### src/include/ipb_pkg.sv
// package for the interrupt priority bank, registers 15 to 24
// assumes one core clock domain and an AXI4-Lite register slave
package ipb_pkg;

    // ----------------------------------------------------------------
    // register byte offsets (nine implemented words)
    // ----------------------------------------------------------------
    localparam logic [7:0] IPB_OFS_CTRL15 = 8'h00;
    localparam logic [7:0] IPB_OFS_CTRL16 = 8'h04;
    localparam logic [7:0] IPB_OFS_CTRL17 = 8'h08;
    localparam logic [7:0] IPB_OFS_CTRL18 = 8'h0C;
    localparam logic [7:0] IPB_OFS_CTRL20 = 8'h10;
    localparam logic [7:0] IPB_OFS_CTRL21 = 8'h14;
    localparam logic [7:0] IPB_OFS_CTRL22 = 8'h18;
    localparam logic [7:0] IPB_OFS_CTRL23 = 8'h1C;
    localparam logic [7:0] IPB_OFS_CTRL24 = 8'h20;

    // ----------------------------------------------------------------
    // writable-bit masks: a set bit holds a priority field
    // ----------------------------------------------------------------
    localparam logic [15:0] IPB_MASK_CTRL15 = 16'h0777;
    localparam logic [15:0] IPB_MASK_CTRL16 = 16'h7770;
    localparam logic [15:0] IPB_MASK_FULL = 16'h7777;
    localparam logic [15:0] IPB_MASK_CTRL18 = 16'h7070;
    localparam logic [15:0] IPB_MASK_CTRL21 = 16'h7700;
    localparam logic [15:0] IPB_MASK_CTRL21_NOUSB = 16'h7000;

    // ----------------------------------------------------------------
    // field positions and reset value
    // ----------------------------------------------------------------
    localparam int IPB_POS_F3 = 12;
    localparam int IPB_POS_F2 = 8;
    localparam int IPB_POS_F1 = 4;
    localparam int IPB_POS_F0 = 0;
    localparam logic [15:0] IPB_RESET_PATTERN = 16'h4444;
    localparam logic [2:0] IPB_PRIO_OFF = 3'h0;

    // axi response codes
    localparam logic [1:0] IPB_RESP_OKAY = 2'h0;
    localparam logic [1:0] IPB_RESP_SLVERR = 2'h2;

    // priority outputs grouped per register
    typedef struct packed {
        logic [2:0] calendar_clock_prio;
        logic [2:0] dma_ch5_done_prio;
        logic [2:0] codec_iface_event_prio;
        logic [2:0] checksum_gen_prio;
        logic [2:0] serial2_error_prio;
        logic [2:0] serial1_error_prio;
        logic [2:0] can2_tx_request_prio;
        logic [2:0] can1_tx_request_prio;
        logic [2:0] dma_ch7_done_prio;
        logic [2:0] dma_ch6_done_prio;
        logic [2:0] quad_encoder2_prio;
        logic [2:0] pwm_secondary_event_prio;
        logic [2:0] serial3_tx_prio;
        logic [2:0] serial3_rx_prio;
        logic [2:0] serial3_error_prio;
        logic [2:0] serial4_error_prio;
        logic [2:0] usb_event_prio;
        logic [2:0] spi_port3_prio;
        logic [2:0] spi_port3_error_prio;
        logic [2:0] serial4_tx_prio;
        logic [2:0] serial4_rx_prio;
        logic [2:0] pwm_gen2_prio;
        logic [2:0] pwm_gen1_prio;
        logic [2:0] capture9_prio;
        logic [2:0] compare9_prio;
        logic [2:0] pwm_gen6_prio;
        logic [2:0] pwm_gen5_prio;
        logic [2:0] pwm_gen4_prio;
        logic [2:0] pwm_gen3_prio;
    } ipb_prio_type;

endpackage : ipb_pkg

### src/hdl/ipb_priority_bank.sv
// interrupt priority bank, priority control registers 15..24 (19 absent)
// assumes an AXI4-Lite master on core_clk and arbitration logic downstream
//
// What this block does
// - code 111 is level seven, the highest user priority.
// - code 001 is level one; codes between map linearly.
// - code 000 disables the source; request masked regardless of flag.
// - unimplemented bits read zero and ignore writes.
// - every field resets to 100, level four.
// - register 21 usb field only exists when the usb module is present.
// - register 15 holds calendar, dma5, codec fields at 10-8, 6-4, 2-0.
// - register 16 holds checksum, serial2 error, serial1 error fields.
// - register 17 holds can2 tx, can1 tx, dma7, dma6 fields.
// - register 18 holds encoder2 and pwm secondary event; fault3 absent.
// - register 20 holds serial3 tx, rx and error fields.
// - register 21 holds serial4 error and usb fields only.
// - register 22 holds spi3, spi3 error, serial4 tx and rx fields.
// - register 23 holds pwm2, pwm1, capture9, compare9 fields.
// - register 24 holds pwm generators 6, 5, 4 and 3.
`timescale 1ns/1ps
`default_nettype none

module ipb_priority_bank
    import ipb_pkg::*;
#(
    // set when the device variant carries a usb module
    parameter bit HAS_USB = 1'b1
) (
    // clock, reset, enable
    input wire logic core_clk,
    input wire logic rst_n,
    input wire logic clkEn,
    // axi write address
    input wire logic [7:0] s_axi_awaddr,
    input wire logic s_axi_awvalid,
    output logic s_axi_awready,
    // axi write data
    input wire logic [31:0] s_axi_wdata,
    input wire logic [3:0] s_axi_wstrb,
    input wire logic s_axi_wvalid,
    output logic s_axi_wready,
    // axi write response
    output logic [1:0] s_axi_bresp,
    output logic s_axi_bvalid,
    input wire logic s_axi_bready,
    // axi read address
    input wire logic [7:0] s_axi_araddr,
    input wire logic s_axi_arvalid,
    output logic s_axi_arready,
    // axi read data
    output logic [31:0] s_axi_rdata,
    output logic [1:0] s_axi_rresp,
    output logic s_axi_rvalid,
    input wire logic s_axi_rready,
    // priority fields toward arbitration
    output ipb_pkg::ipb_prio_type prioFields,
    // per-source request enables, low when the field is disabled
    output logic [28:0] sourceEnabled
);
    import ipb_pkg::*;

    // ----------------------------------------------------------------
    // storage
    // ----------------------------------------------------------------
    logic [15:0] ctrl15, ctrl16, ctrl17, ctrl18, ctrl20;
    logic [15:0] ctrl21, ctrl22, ctrl23, ctrl24;
    logic [15:0] usbMask;

    // ----------------------------------------------------------------
    // write channel
    // ----------------------------------------------------------------
    logic [7:0] awAddrHeld;
    logic awHeld;
    logic [31:0] wDataHeld;
    logic [3:0] wStrbHeld;
    logic wHeld;
    logic doWrite;
    logic [15:0] wLanes;
    logic wMapped;

    // usb field drops out of the mask without the module
    assign usbMask = HAS_USB ? IPB_MASK_CTRL21 : IPB_MASK_CTRL21_NOUSB;

    // accept each channel once, hold it until the write, take none again until the response is taken
    // no take while frozen, or the master would lose its request
    assign s_axi_awready = clkEn && !awHeld && !s_axi_bvalid;
    assign s_axi_wready = clkEn && !wHeld && !s_axi_bvalid;
    assign doWrite = awHeld && wHeld && !s_axi_bvalid;

    // capture write address
    always_ff @(posedge core_clk or negedge rst_n) begin
        if (!rst_n) begin
            awHeld <= 1'b0;
            awAddrHeld <= 8'h00;
        end else if (clkEn) begin
            if (s_axi_awvalid && s_axi_awready) begin
                awHeld <= 1'b1;
                awAddrHeld <= s_axi_awaddr;
            end else if (doWrite) begin
                awHeld <= 1'b0;
            end
        end
    end

    // capture write data
    always_ff @(posedge core_clk or negedge rst_n) begin
        if (!rst_n) begin
            wHeld <= 1'b0;
            wDataHeld <= 32'h0000_0000;
            wStrbHeld <= 4'h0;
        end else if (clkEn) begin
            if (s_axi_wvalid && s_axi_wready) begin
                wHeld <= 1'b1;
                wDataHeld <= s_axi_wdata;
                wStrbHeld <= s_axi_wstrb;
            end else if (doWrite) begin
                wHeld <= 1'b0;
            end
        end
    end

    // byte-lane merge: lanes without a strobe keep the old value later
    assign wLanes = wDataHeld[15:0];

    // masked merge of a write into one register
    function automatic logic [15:0] mergeWrite(
        input logic [15:0] oldVal,
        input logic [15:0] newVal,
        input logic [3:0] strb,
        input logic [15:0] mask
    );
        logic [15:0] laneMask;
        laneMask = {{8{strb[1]}}, {8{strb[0]}}} & mask;
        // bits outside the mask never change
        return (oldVal & ~laneMask) | (newVal & laneMask);
    endfunction : mergeWrite

    // address decode for the write side
    always_comb begin
        wMapped = 1'b1;
        if (awAddrHeld == IPB_OFS_CTRL15) begin
            wMapped = 1'b1;
        end else if (awAddrHeld == IPB_OFS_CTRL16) begin
            wMapped = 1'b1;
        end else if (awAddrHeld == IPB_OFS_CTRL17) begin
            wMapped = 1'b1;
        end else if (awAddrHeld == IPB_OFS_CTRL18) begin
            wMapped = 1'b1;
        end else if (awAddrHeld == IPB_OFS_CTRL20) begin
            wMapped = 1'b1;
        end else if (awAddrHeld == IPB_OFS_CTRL21) begin
            wMapped = 1'b1;
        end else if (awAddrHeld == IPB_OFS_CTRL22) begin
            wMapped = 1'b1;
        end else if (awAddrHeld == IPB_OFS_CTRL23) begin
            wMapped = 1'b1;
        end else if (awAddrHeld == IPB_OFS_CTRL24) begin
            wMapped = 1'b1;
        end else begin
            wMapped = 1'b0;
        end
    end

    // ----------------------------------------------------------------
    // register file
    // ----------------------------------------------------------------
    // reset all fields to 100; new value visible next cycle
    always_ff @(posedge core_clk or negedge rst_n) begin
        if (!rst_n) begin
            ctrl15 <= IPB_RESET_PATTERN & IPB_MASK_CTRL15;
            ctrl16 <= IPB_RESET_PATTERN & IPB_MASK_CTRL16;
            ctrl17 <= IPB_RESET_PATTERN & IPB_MASK_FULL;
            ctrl18 <= IPB_RESET_PATTERN & IPB_MASK_CTRL18;
            ctrl20 <= IPB_RESET_PATTERN & IPB_MASK_CTRL16;
            ctrl21 <= IPB_RESET_PATTERN & IPB_MASK_CTRL21;
            ctrl22 <= IPB_RESET_PATTERN & IPB_MASK_FULL;
            ctrl23 <= IPB_RESET_PATTERN & IPB_MASK_FULL;
            ctrl24 <= IPB_RESET_PATTERN & IPB_MASK_FULL;
        end else if (clkEn && doWrite) begin
            if (awAddrHeld == IPB_OFS_CTRL15) begin
                ctrl15 <= mergeWrite(ctrl15, wLanes, wStrbHeld, IPB_MASK_CTRL15);
            end else if (awAddrHeld == IPB_OFS_CTRL16) begin
                ctrl16 <= mergeWrite(ctrl16, wLanes, wStrbHeld, IPB_MASK_CTRL16);
            end else if (awAddrHeld == IPB_OFS_CTRL17) begin
                ctrl17 <= mergeWrite(ctrl17, wLanes, wStrbHeld, IPB_MASK_FULL);
            // register 18, fault3 bits kept unimplemented
            end else if (awAddrHeld == IPB_OFS_CTRL18) begin
                ctrl18 <= mergeWrite(ctrl18, wLanes, wStrbHeld, IPB_MASK_CTRL18);
            end else if (awAddrHeld == IPB_OFS_CTRL20) begin
                ctrl20 <= mergeWrite(ctrl20, wLanes, wStrbHeld, IPB_MASK_CTRL16);
            end else if (awAddrHeld == IPB_OFS_CTRL21) begin
                ctrl21 <= mergeWrite(ctrl21, wLanes, wStrbHeld, usbMask);
            end else if (awAddrHeld == IPB_OFS_CTRL22) begin
                ctrl22 <= mergeWrite(ctrl22, wLanes, wStrbHeld, IPB_MASK_FULL);
            end else if (awAddrHeld == IPB_OFS_CTRL23) begin
                ctrl23 <= mergeWrite(ctrl23, wLanes, wStrbHeld, IPB_MASK_FULL);
            end else if (awAddrHeld == IPB_OFS_CTRL24) begin
                ctrl24 <= mergeWrite(ctrl24, wLanes, wStrbHeld, IPB_MASK_FULL);
            end
        end
    end

    // write response, okay or slverr for unmapped
    always_ff @(posedge core_clk or negedge rst_n) begin
        if (!rst_n) begin
            s_axi_bvalid <= 1'b0;
            s_axi_bresp <= IPB_RESP_OKAY;
        end else if (clkEn) begin
            if (doWrite) begin
                s_axi_bvalid <= 1'b1;
                s_axi_bresp <= wMapped ? IPB_RESP_OKAY : IPB_RESP_SLVERR;
            end else if (s_axi_bready) begin
                s_axi_bvalid <= 1'b0;
            end
        end
    end

    // ----------------------------------------------------------------
    // read channel
    // ----------------------------------------------------------------
    logic [15:0] readWord;
    logic readMapped;

    // decode, unimplemented bits read zero: stored zero, or masked for the absent usb field
    always_comb begin
        readWord = 16'h0000;
        readMapped = 1'b1;
        if (s_axi_araddr == IPB_OFS_CTRL15) begin
            readWord = ctrl15;
        end else if (s_axi_araddr == IPB_OFS_CTRL16) begin
            readWord = ctrl16;
        end else if (s_axi_araddr == IPB_OFS_CTRL17) begin
            readWord = ctrl17;
        end else if (s_axi_araddr == IPB_OFS_CTRL18) begin
            readWord = ctrl18;
        end else if (s_axi_araddr == IPB_OFS_CTRL20) begin
            readWord = ctrl20;
        end else if (s_axi_araddr == IPB_OFS_CTRL21) begin
            // usb bits read zero when absent
            readWord = ctrl21 & usbMask;
        end else if (s_axi_araddr == IPB_OFS_CTRL22) begin
            readWord = ctrl22;
        end else if (s_axi_araddr == IPB_OFS_CTRL23) begin
            readWord = ctrl23;
        end else if (s_axi_araddr == IPB_OFS_CTRL24) begin
            readWord = ctrl24;
        end else begin
            readMapped = 1'b0;
        end
    end

    // one read in flight; ready only while no data is pending
    assign s_axi_arready = clkEn && !s_axi_rvalid;

    // read data register
    always_ff @(posedge core_clk or negedge rst_n) begin
        if (!rst_n) begin
            s_axi_rvalid <= 1'b0;
            s_axi_rdata <= 32'h0000_0000;
            s_axi_rresp <= IPB_RESP_OKAY;
        end else if (clkEn) begin
            if (s_axi_arvalid && s_axi_arready) begin
                s_axi_rvalid <= 1'b1;
                s_axi_rdata <= {16'h0000, readWord};
                s_axi_rresp <= readMapped ? IPB_RESP_OKAY : IPB_RESP_SLVERR;
            end else if (s_axi_rready) begin
                s_axi_rvalid <= 1'b0;
            end
        end
    end

    // ----------------------------------------------------------------
    // arbitration view
    // ----------------------------------------------------------------
    logic [15:0] ctrl21Live;
    assign ctrl21Live = ctrl21 & usbMask;

    // fields presented straight from the registers, register 21 through usbMask
    assign prioFields = '{
        calendar_clock_prio: ctrl15[IPB_POS_F2 +: 3],
        dma_ch5_done_prio: ctrl15[IPB_POS_F1 +: 3],
        codec_iface_event_prio: ctrl15[IPB_POS_F0 +: 3],
        checksum_gen_prio: ctrl16[IPB_POS_F3 +: 3],
        serial2_error_prio: ctrl16[IPB_POS_F2 +: 3],
        serial1_error_prio: ctrl16[IPB_POS_F1 +: 3],
        can2_tx_request_prio: ctrl17[IPB_POS_F3 +: 3],
        can1_tx_request_prio: ctrl17[IPB_POS_F2 +: 3],
        dma_ch7_done_prio: ctrl17[IPB_POS_F1 +: 3],
        dma_ch6_done_prio: ctrl17[IPB_POS_F0 +: 3],
        quad_encoder2_prio: ctrl18[IPB_POS_F3 +: 3],
        pwm_secondary_event_prio: ctrl18[IPB_POS_F1 +: 3],
        serial3_tx_prio: ctrl20[IPB_POS_F3 +: 3],
        serial3_rx_prio: ctrl20[IPB_POS_F2 +: 3],
        serial3_error_prio: ctrl20[IPB_POS_F1 +: 3],
        serial4_error_prio: ctrl21Live[IPB_POS_F3 +: 3],
        usb_event_prio: ctrl21Live[IPB_POS_F2 +: 3],
        spi_port3_prio: ctrl22[IPB_POS_F3 +: 3],
        spi_port3_error_prio: ctrl22[IPB_POS_F2 +: 3],
        serial4_tx_prio: ctrl22[IPB_POS_F1 +: 3],
        serial4_rx_prio: ctrl22[IPB_POS_F0 +: 3],
        pwm_gen2_prio: ctrl23[IPB_POS_F3 +: 3],
        pwm_gen1_prio: ctrl23[IPB_POS_F2 +: 3],
        capture9_prio: ctrl23[IPB_POS_F1 +: 3],
        compare9_prio: ctrl23[IPB_POS_F0 +: 3],
        pwm_gen6_prio: ctrl24[IPB_POS_F3 +: 3],
        pwm_gen5_prio: ctrl24[IPB_POS_F2 +: 3],
        pwm_gen4_prio: ctrl24[IPB_POS_F1 +: 3],
        pwm_gen3_prio: ctrl24[IPB_POS_F0 +: 3]
    };

    // level equals code; zero code blocks the source
    always_comb begin
        logic [86:0] flat;
        flat = prioFields;
        for (int i = 0; i < 29; i++) begin
            sourceEnabled[i] = (flat[3*i +: 3] != IPB_PRIO_OFF);
        end
    end

endmodule : ipb_priority_bank
`default_nettype wire

### config.mk
export PLATFORM = sky130hd
export DESIGN_NAME = ipb_priority_bank
export DESIGN_NICKNAME = d
export VERILOG_FILES = /design/src/include/ipb_pkg.sv /design/src/hdl/ipb_priority_bank.sv
export SDC_FILE = /design/constraint.sdc
export NUM_CORES = 1
export LEC_CHECK = 0
export BUFFER_PORTS_ARGS = -buffer_cell sky130_fd_sc_hd__buf_4
export CAP_MARGIN = 0
export CORE_MARGIN = 1
export CORE_UTILIZATION = 30
export DETAILED_ROUTE_END_ITERATION = 16
export PLACE_DENSITY = 0.55
export SLEW_MARGIN = 10
export SYNTH_ARGS = -nofsm -noshare
export SYNTH_HDL_FRONTEND = slang
export SYNTH_SLANG_ARGS = --single-unit
### constraint.sdc
create_clock -name core_clk -period 4.54 [get_ports core_clk]
set_input_delay 0.454 -clock core_clk [delete_from_list [all_inputs] [get_ports core_clk]]
set_output_delay 0.454 -clock core_clk [all_outputs]
set_load 0.01 [all_outputs]
* Word level (Yosys, flattened, before mapping)
Index checks and enable logic that the tools add are counted.
** Operators by class
- Equality and inequality tests :: 16
- Multiplexer cells :: 36
- Bitwise gates (word level) :: 36
- Reductions and logical operators :: 67
** Operators by type and width (count)
- AND 16 bit :: 9
- two-way mux 16 bit :: 9
- bitwise OR 16 bit :: 9
- nonzero test 3 bit :: 29
- AND 16 x 15 -> 16 bit :: 4
- == test 8 x 5 -> 1 bit, second input constant :: 8
- inverter 15 -> 16 bit :: 4
- == test 8 x 4 -> 1 bit, second input constant :: 4
- two-way mux 1 bit :: 25
- AND reduction 2 bit :: 9
- AND 16 x 11 -> 16 bit :: 1
- == test 8 x 3 -> 1 bit, second input constant :: 2
- == test 8 x 6 -> 1 bit, second input constant :: 2
- zero test 8 bit :: 2
- inverter 11 -> 16 bit :: 1
- logical AND 1 bit :: 11
- AND reduction 10 bit :: 1
- AND reduction 9 bit :: 1
- inverter 1 bit :: 8
- AND reduction 8 bit :: 1
- nonzero test 2 bit :: 4
- AND reduction 7 bit :: 1
- AND reduction 6 bit :: 1
- AND reduction 5 bit :: 1
- other kinds (4) :: 8
** Word-level totals
- Bits in registers :: 194
- Word-level logic and storage cells :: 174

* Longest topological paths before layout
- Word-level depth :: 11
- Gate-level depth with buffers :: 7

* Least setup slack after synthesis
No wires, ideal clock.
- Path type :: input-to-reg
- Start point :: input port s_axi_araddr[5]
- End point :: register s_axi_rdata[13]
- Library setup time :: 0.135 ns
- Data arrival time :: 1.720 ns
- Required time :: 4.405 ns
- Path slack :: 2.685 ns
- Stages on the path :: 6
- Path through :: clkbuf_1 > nor4b_2 > nand2_1 > a211o_1 > a222oi_1 > o31ai_1
** On the way
- Longest elaborated chain between the ends :: 10
** Ends and longest elaborated chain
- start: declaration :: RTL line ipb_priority_bank.sv:47 : input wire logic [7:0] s_axi_araddr,
- == test 8 x 6 -> 1 bit :: RTL line ipb_priority_bank.sv:245 : end else if (s_axi_araddr == IPB_OFS_CTRL24) begin
- two-way mux 16 bit :: RTL line ipb_priority_bank.sv:245
- two-way mux 16 bit :: RTL line ipb_priority_bank.sv:243 : end else if (s_axi_araddr == IPB_OFS_CTRL23) begin
- two-way mux 16 bit :: RTL line ipb_priority_bank.sv:241 : end else if (s_axi_araddr == IPB_OFS_CTRL22) begin
- two-way mux 16 bit :: RTL line ipb_priority_bank.sv:238 : end else if (s_axi_araddr == IPB_OFS_CTRL21) begin
- two-way mux 16 bit :: RTL line ipb_priority_bank.sv:236 : end else if (s_axi_araddr == IPB_OFS_CTRL20) begin
- two-way mux 16 bit :: RTL line ipb_priority_bank.sv:234 : end else if (s_axi_araddr == IPB_OFS_CTRL18) begin
- two-way mux 16 bit :: RTL line ipb_priority_bank.sv:232 : end else if (s_axi_araddr == IPB_OFS_CTRL17) begin
- two-way mux 16 bit :: RTL line ipb_priority_bank.sv:230 : end else if (s_axi_araddr == IPB_OFS_CTRL16) begin
- two-way mux 16 bit (*) :: RTL line ipb_priority_bank.sv:228 : if (s_axi_araddr == IPB_OFS_CTRL15) begin
- end signal: assignment :: RTL line ipb_priority_bank.sv:264 : s_axi_rdata <= {16'h0000, readWord};
- end: declaration :: RTL line ipb_priority_bank.sv:51 : output logic [31:0] s_axi_rdata,
Every way passes the cells marked *; elsewhere a longest branch is shown, timed or not.
A chain may end at the register's enable or synchronous reset.

==> reports/metrics.yaml <==
reg2reg_from: "s_axi_bvalid$_DFFE_PN0P_"
fin_crit_ns: 2.11
dominantRegCellSynth: "dfrtp_1"
remaining_drc_errors: 0
fillers: 1987
dpl_cell_area_um2: 7720
fmax_mhz: 474
tns_ns: 0
hold_slack_ns: 0.125
worstPathRequired_ns: 4.83
async_flop_share_pct: 100
dieArea_um2: 21300
gp_congestion: 0.841
cp-end-kind: "flip-flop"
wl_per_cell_um: 19.6
syn_inst: 528
start_util_pct: 30.7
setup_violations: 0
synth.cell_area_um2: 6220
synthToLayoutAreaGrowth_pct: 32.3
seq_area_frac_synth_pct: 51.6
firstDrtPassIters: 6
clkSinkCount: 127
dp_hpwl_um: 14300
track_usage_pct: 18.7
post-route-period-util_pct: 46.5
cts_root_buffer: "clkbuf_16"
path_class: "flip-flop to flip-flop"
antenna_cells: 0
cts_buffer_depth: 2
synth_edf_count: 0
p_total_uw: 3700
drt_iter0_drc: 307
ys_seq_elements: 127
antenna_found_initial: 0
power_leakage_uw: 0.00407
grt_overflow_total: 0
h-tree-depth: 4
cellPowerDensity_nw_per_um2: 449
clock_latency_ns: 0.42
vias: 4988
routed_wl_um: 19300
grt_pass1_vias: 5099
crit_start: "s_axi_bvalid$_DFFE_PN0P_"
cts_tree: "yes"
yosysWarnings: 0
rows: 52
rsz0062_at_grt: "no"
status: "finished clean"
cts-hold-fix-buffers: 0
worst_path_max_delay_cell: "dfrtp_1"
vias_per_cell: 5.05
hold_path.class: "input port to async pin"
hold_violations: 0
dpl.cell_count: 955
finClkSkew_ns: 0.00877
crit_arrival_ns: 2.41
final_cell_area_um2: 8230
slowest_delay_ns: 0.40
cp_max_fo: 6
final_layout_size_suffix_gt1_share_pct: 49.1
post_cts_resized: 0
max-vdd-ir-drop_mv: 0.255
relSlewSlack_pct: 42.9
nNetsFinal: 764
avgSynthCellArea_um2: 11.8
grt_pass1_wl_um: 30000
numPortBuffers: 172
clk_pin_slew_ns: 0.06
rr_worst_depth: 5
fp.dieH_um: 146
rrSetupSlack_ns: 2.43
fp.dieW_um: 146
ys_types: 47
core_um2: 20300
post_cts_buffers: 0
ant_nets: 0
worstSetupStartpointType: "flip-flop"
cts_inserted_buffers: 17
slew_violations: 0
grt_max_degree: 65
layoutNonFillerInstCount: 987
tightest_slew_ns: 0.856
crit_chain: "and2b_1, nand4_4, nor2_1, nand2_1, mux2_2"
maxCapViolCount: 0
io-pin-count: 217
[critical path: cells and delay by family (launching register included)]
family | cells | cell delay, ns
flip-flops | 1 | 0.40
multiplexers | 1 | 0.36
AND/OR/NAND/NOR | 4 | 1.23
[logic make-up after synthesis]
logic type / count (synthesis) / synth area share, %
DFF: 127 / 51.6
and+or+nand+nor: 150 / 13.4
buffers and inverters: 43 / 4.10
AOI/OAI and AO/OA: 87 / 9.25
muxes: 120 / 21.6
other: 1 / 0.0603
[stage by stage]
step                utilization, %  setup WS (ns)
global placement              38.0           2.07
CTS                           40.6           2.40
detailed placement            38.0           2.02
floorplan                        -           2.69
finish                        40.6           2.43
global route                  40.6           2.27
[worst max-delay path by stage]
stage                                             end  slack [ns]  depth (start not counted)
after global routing                        flip-flop        2.27                          5
final                                       flip-flop        2.43                          5
after CTS                                   flip-flop        2.40                          5
after floorplan           s_axi_rdata[13]$_DFFE_PN0P_        2.69                          6
after global placement     s_axi_rdata[5]$_DFFE_PN0P_        2.07                          6
after detailed placement   s_axi_rdata[6]$_DFFE_PN0P_        2.02                          6
[Yosys cell counts, drive strengths merged (2+ instances only)]
master | number | area share (%)
o31ai | 3 | 0.36
nor3 | 3 | 0.24
nor4 | 5 | 0.94
dfstp | 29 | 12
dfrtp | 98 | 39
a21oi | 16 | 1.3
o2bb2ai | 4 | 0.56
a31oi | 5 | 0.50
nor4b | 3 | 1.0
a211o | 2 | 0.28
a221oi | 3 | 0.42
mux2i | 8 | 1.3
nor2b | 4 | 0.40
nand2 | 46 | 2.8
mux2 | 112 | 20
a22o | 4 | 0.56
a32oi | 6 | 0.84
or3 | 35 | 3.5
and3 | 5 | 0.50
clkbuf | 10 | 0.60
a222oi | 2 | 0.32
a22oi | 4 | 0.48
nor2 | 26 | 1.6
o21ai | 27 | 2.2
nand3 | 8 | 0.64
inv | 3 | 0.18
buf | 30 | 3.3
nand2b | 6 | 0.60
and2 | 5 | 0.50
a21o | 3 | 0.36
a2bb2oi | 2 | 0.28
[cells in the final DEF, fill, tap and decap left out, types with 3 or more instances in the layout]
master     count
a21o_1         3
a21oi_1       16
a221oi_1       3
a22o_1         4
a22oi_1        4
a31oi_1        5
a32oi_1        6
and2_1         5
and3_1         5
buf_4        176
clkbuf_1       5
clkbuf_16     17
clkinv_2       7
conb_1        22
dfrtp_1       98
dfstp_2       29
inv_1          3
mux2_2       112
mux2i_1        8
nand2_1       46
nand2b_1       6
nand3_1        8
nor2_1        26
nor2b_1        4
nor3_1         3
o21ai_0       27
o2bb2ai_1      4
o31ai_1        3
or3_1         35
[where the power goes]
group          internal, µW  switching (µW)  total (µW)
Clock                   718             477        1190
Sequential             1350             331        1680
Combinational           454             366         820
Total                  2520            1170        3700
[layer usage]
metal,part of all wire [%],GRT usage (%),vias to the layer above
li1,-,-,2249
met1,44,24.5,2491
met2,48,30.5,231
met3,6.5,4.47,17
met4,1.1,6.15,0
met5,0,0,-
[area by class of cell]
class,instances,area (µm²),area share [%]
clock buffers,24,472,5.73
clock inverters,8,42.5,0.517
inverters,3,11.3,0.137
multi-input cells,379,2830,34.4
flip-flops and latches,127,3210,39.0
well taps,270,338,4.10
repair buffers,176,1320,16.1
Power figures use the tool's default switching activity.
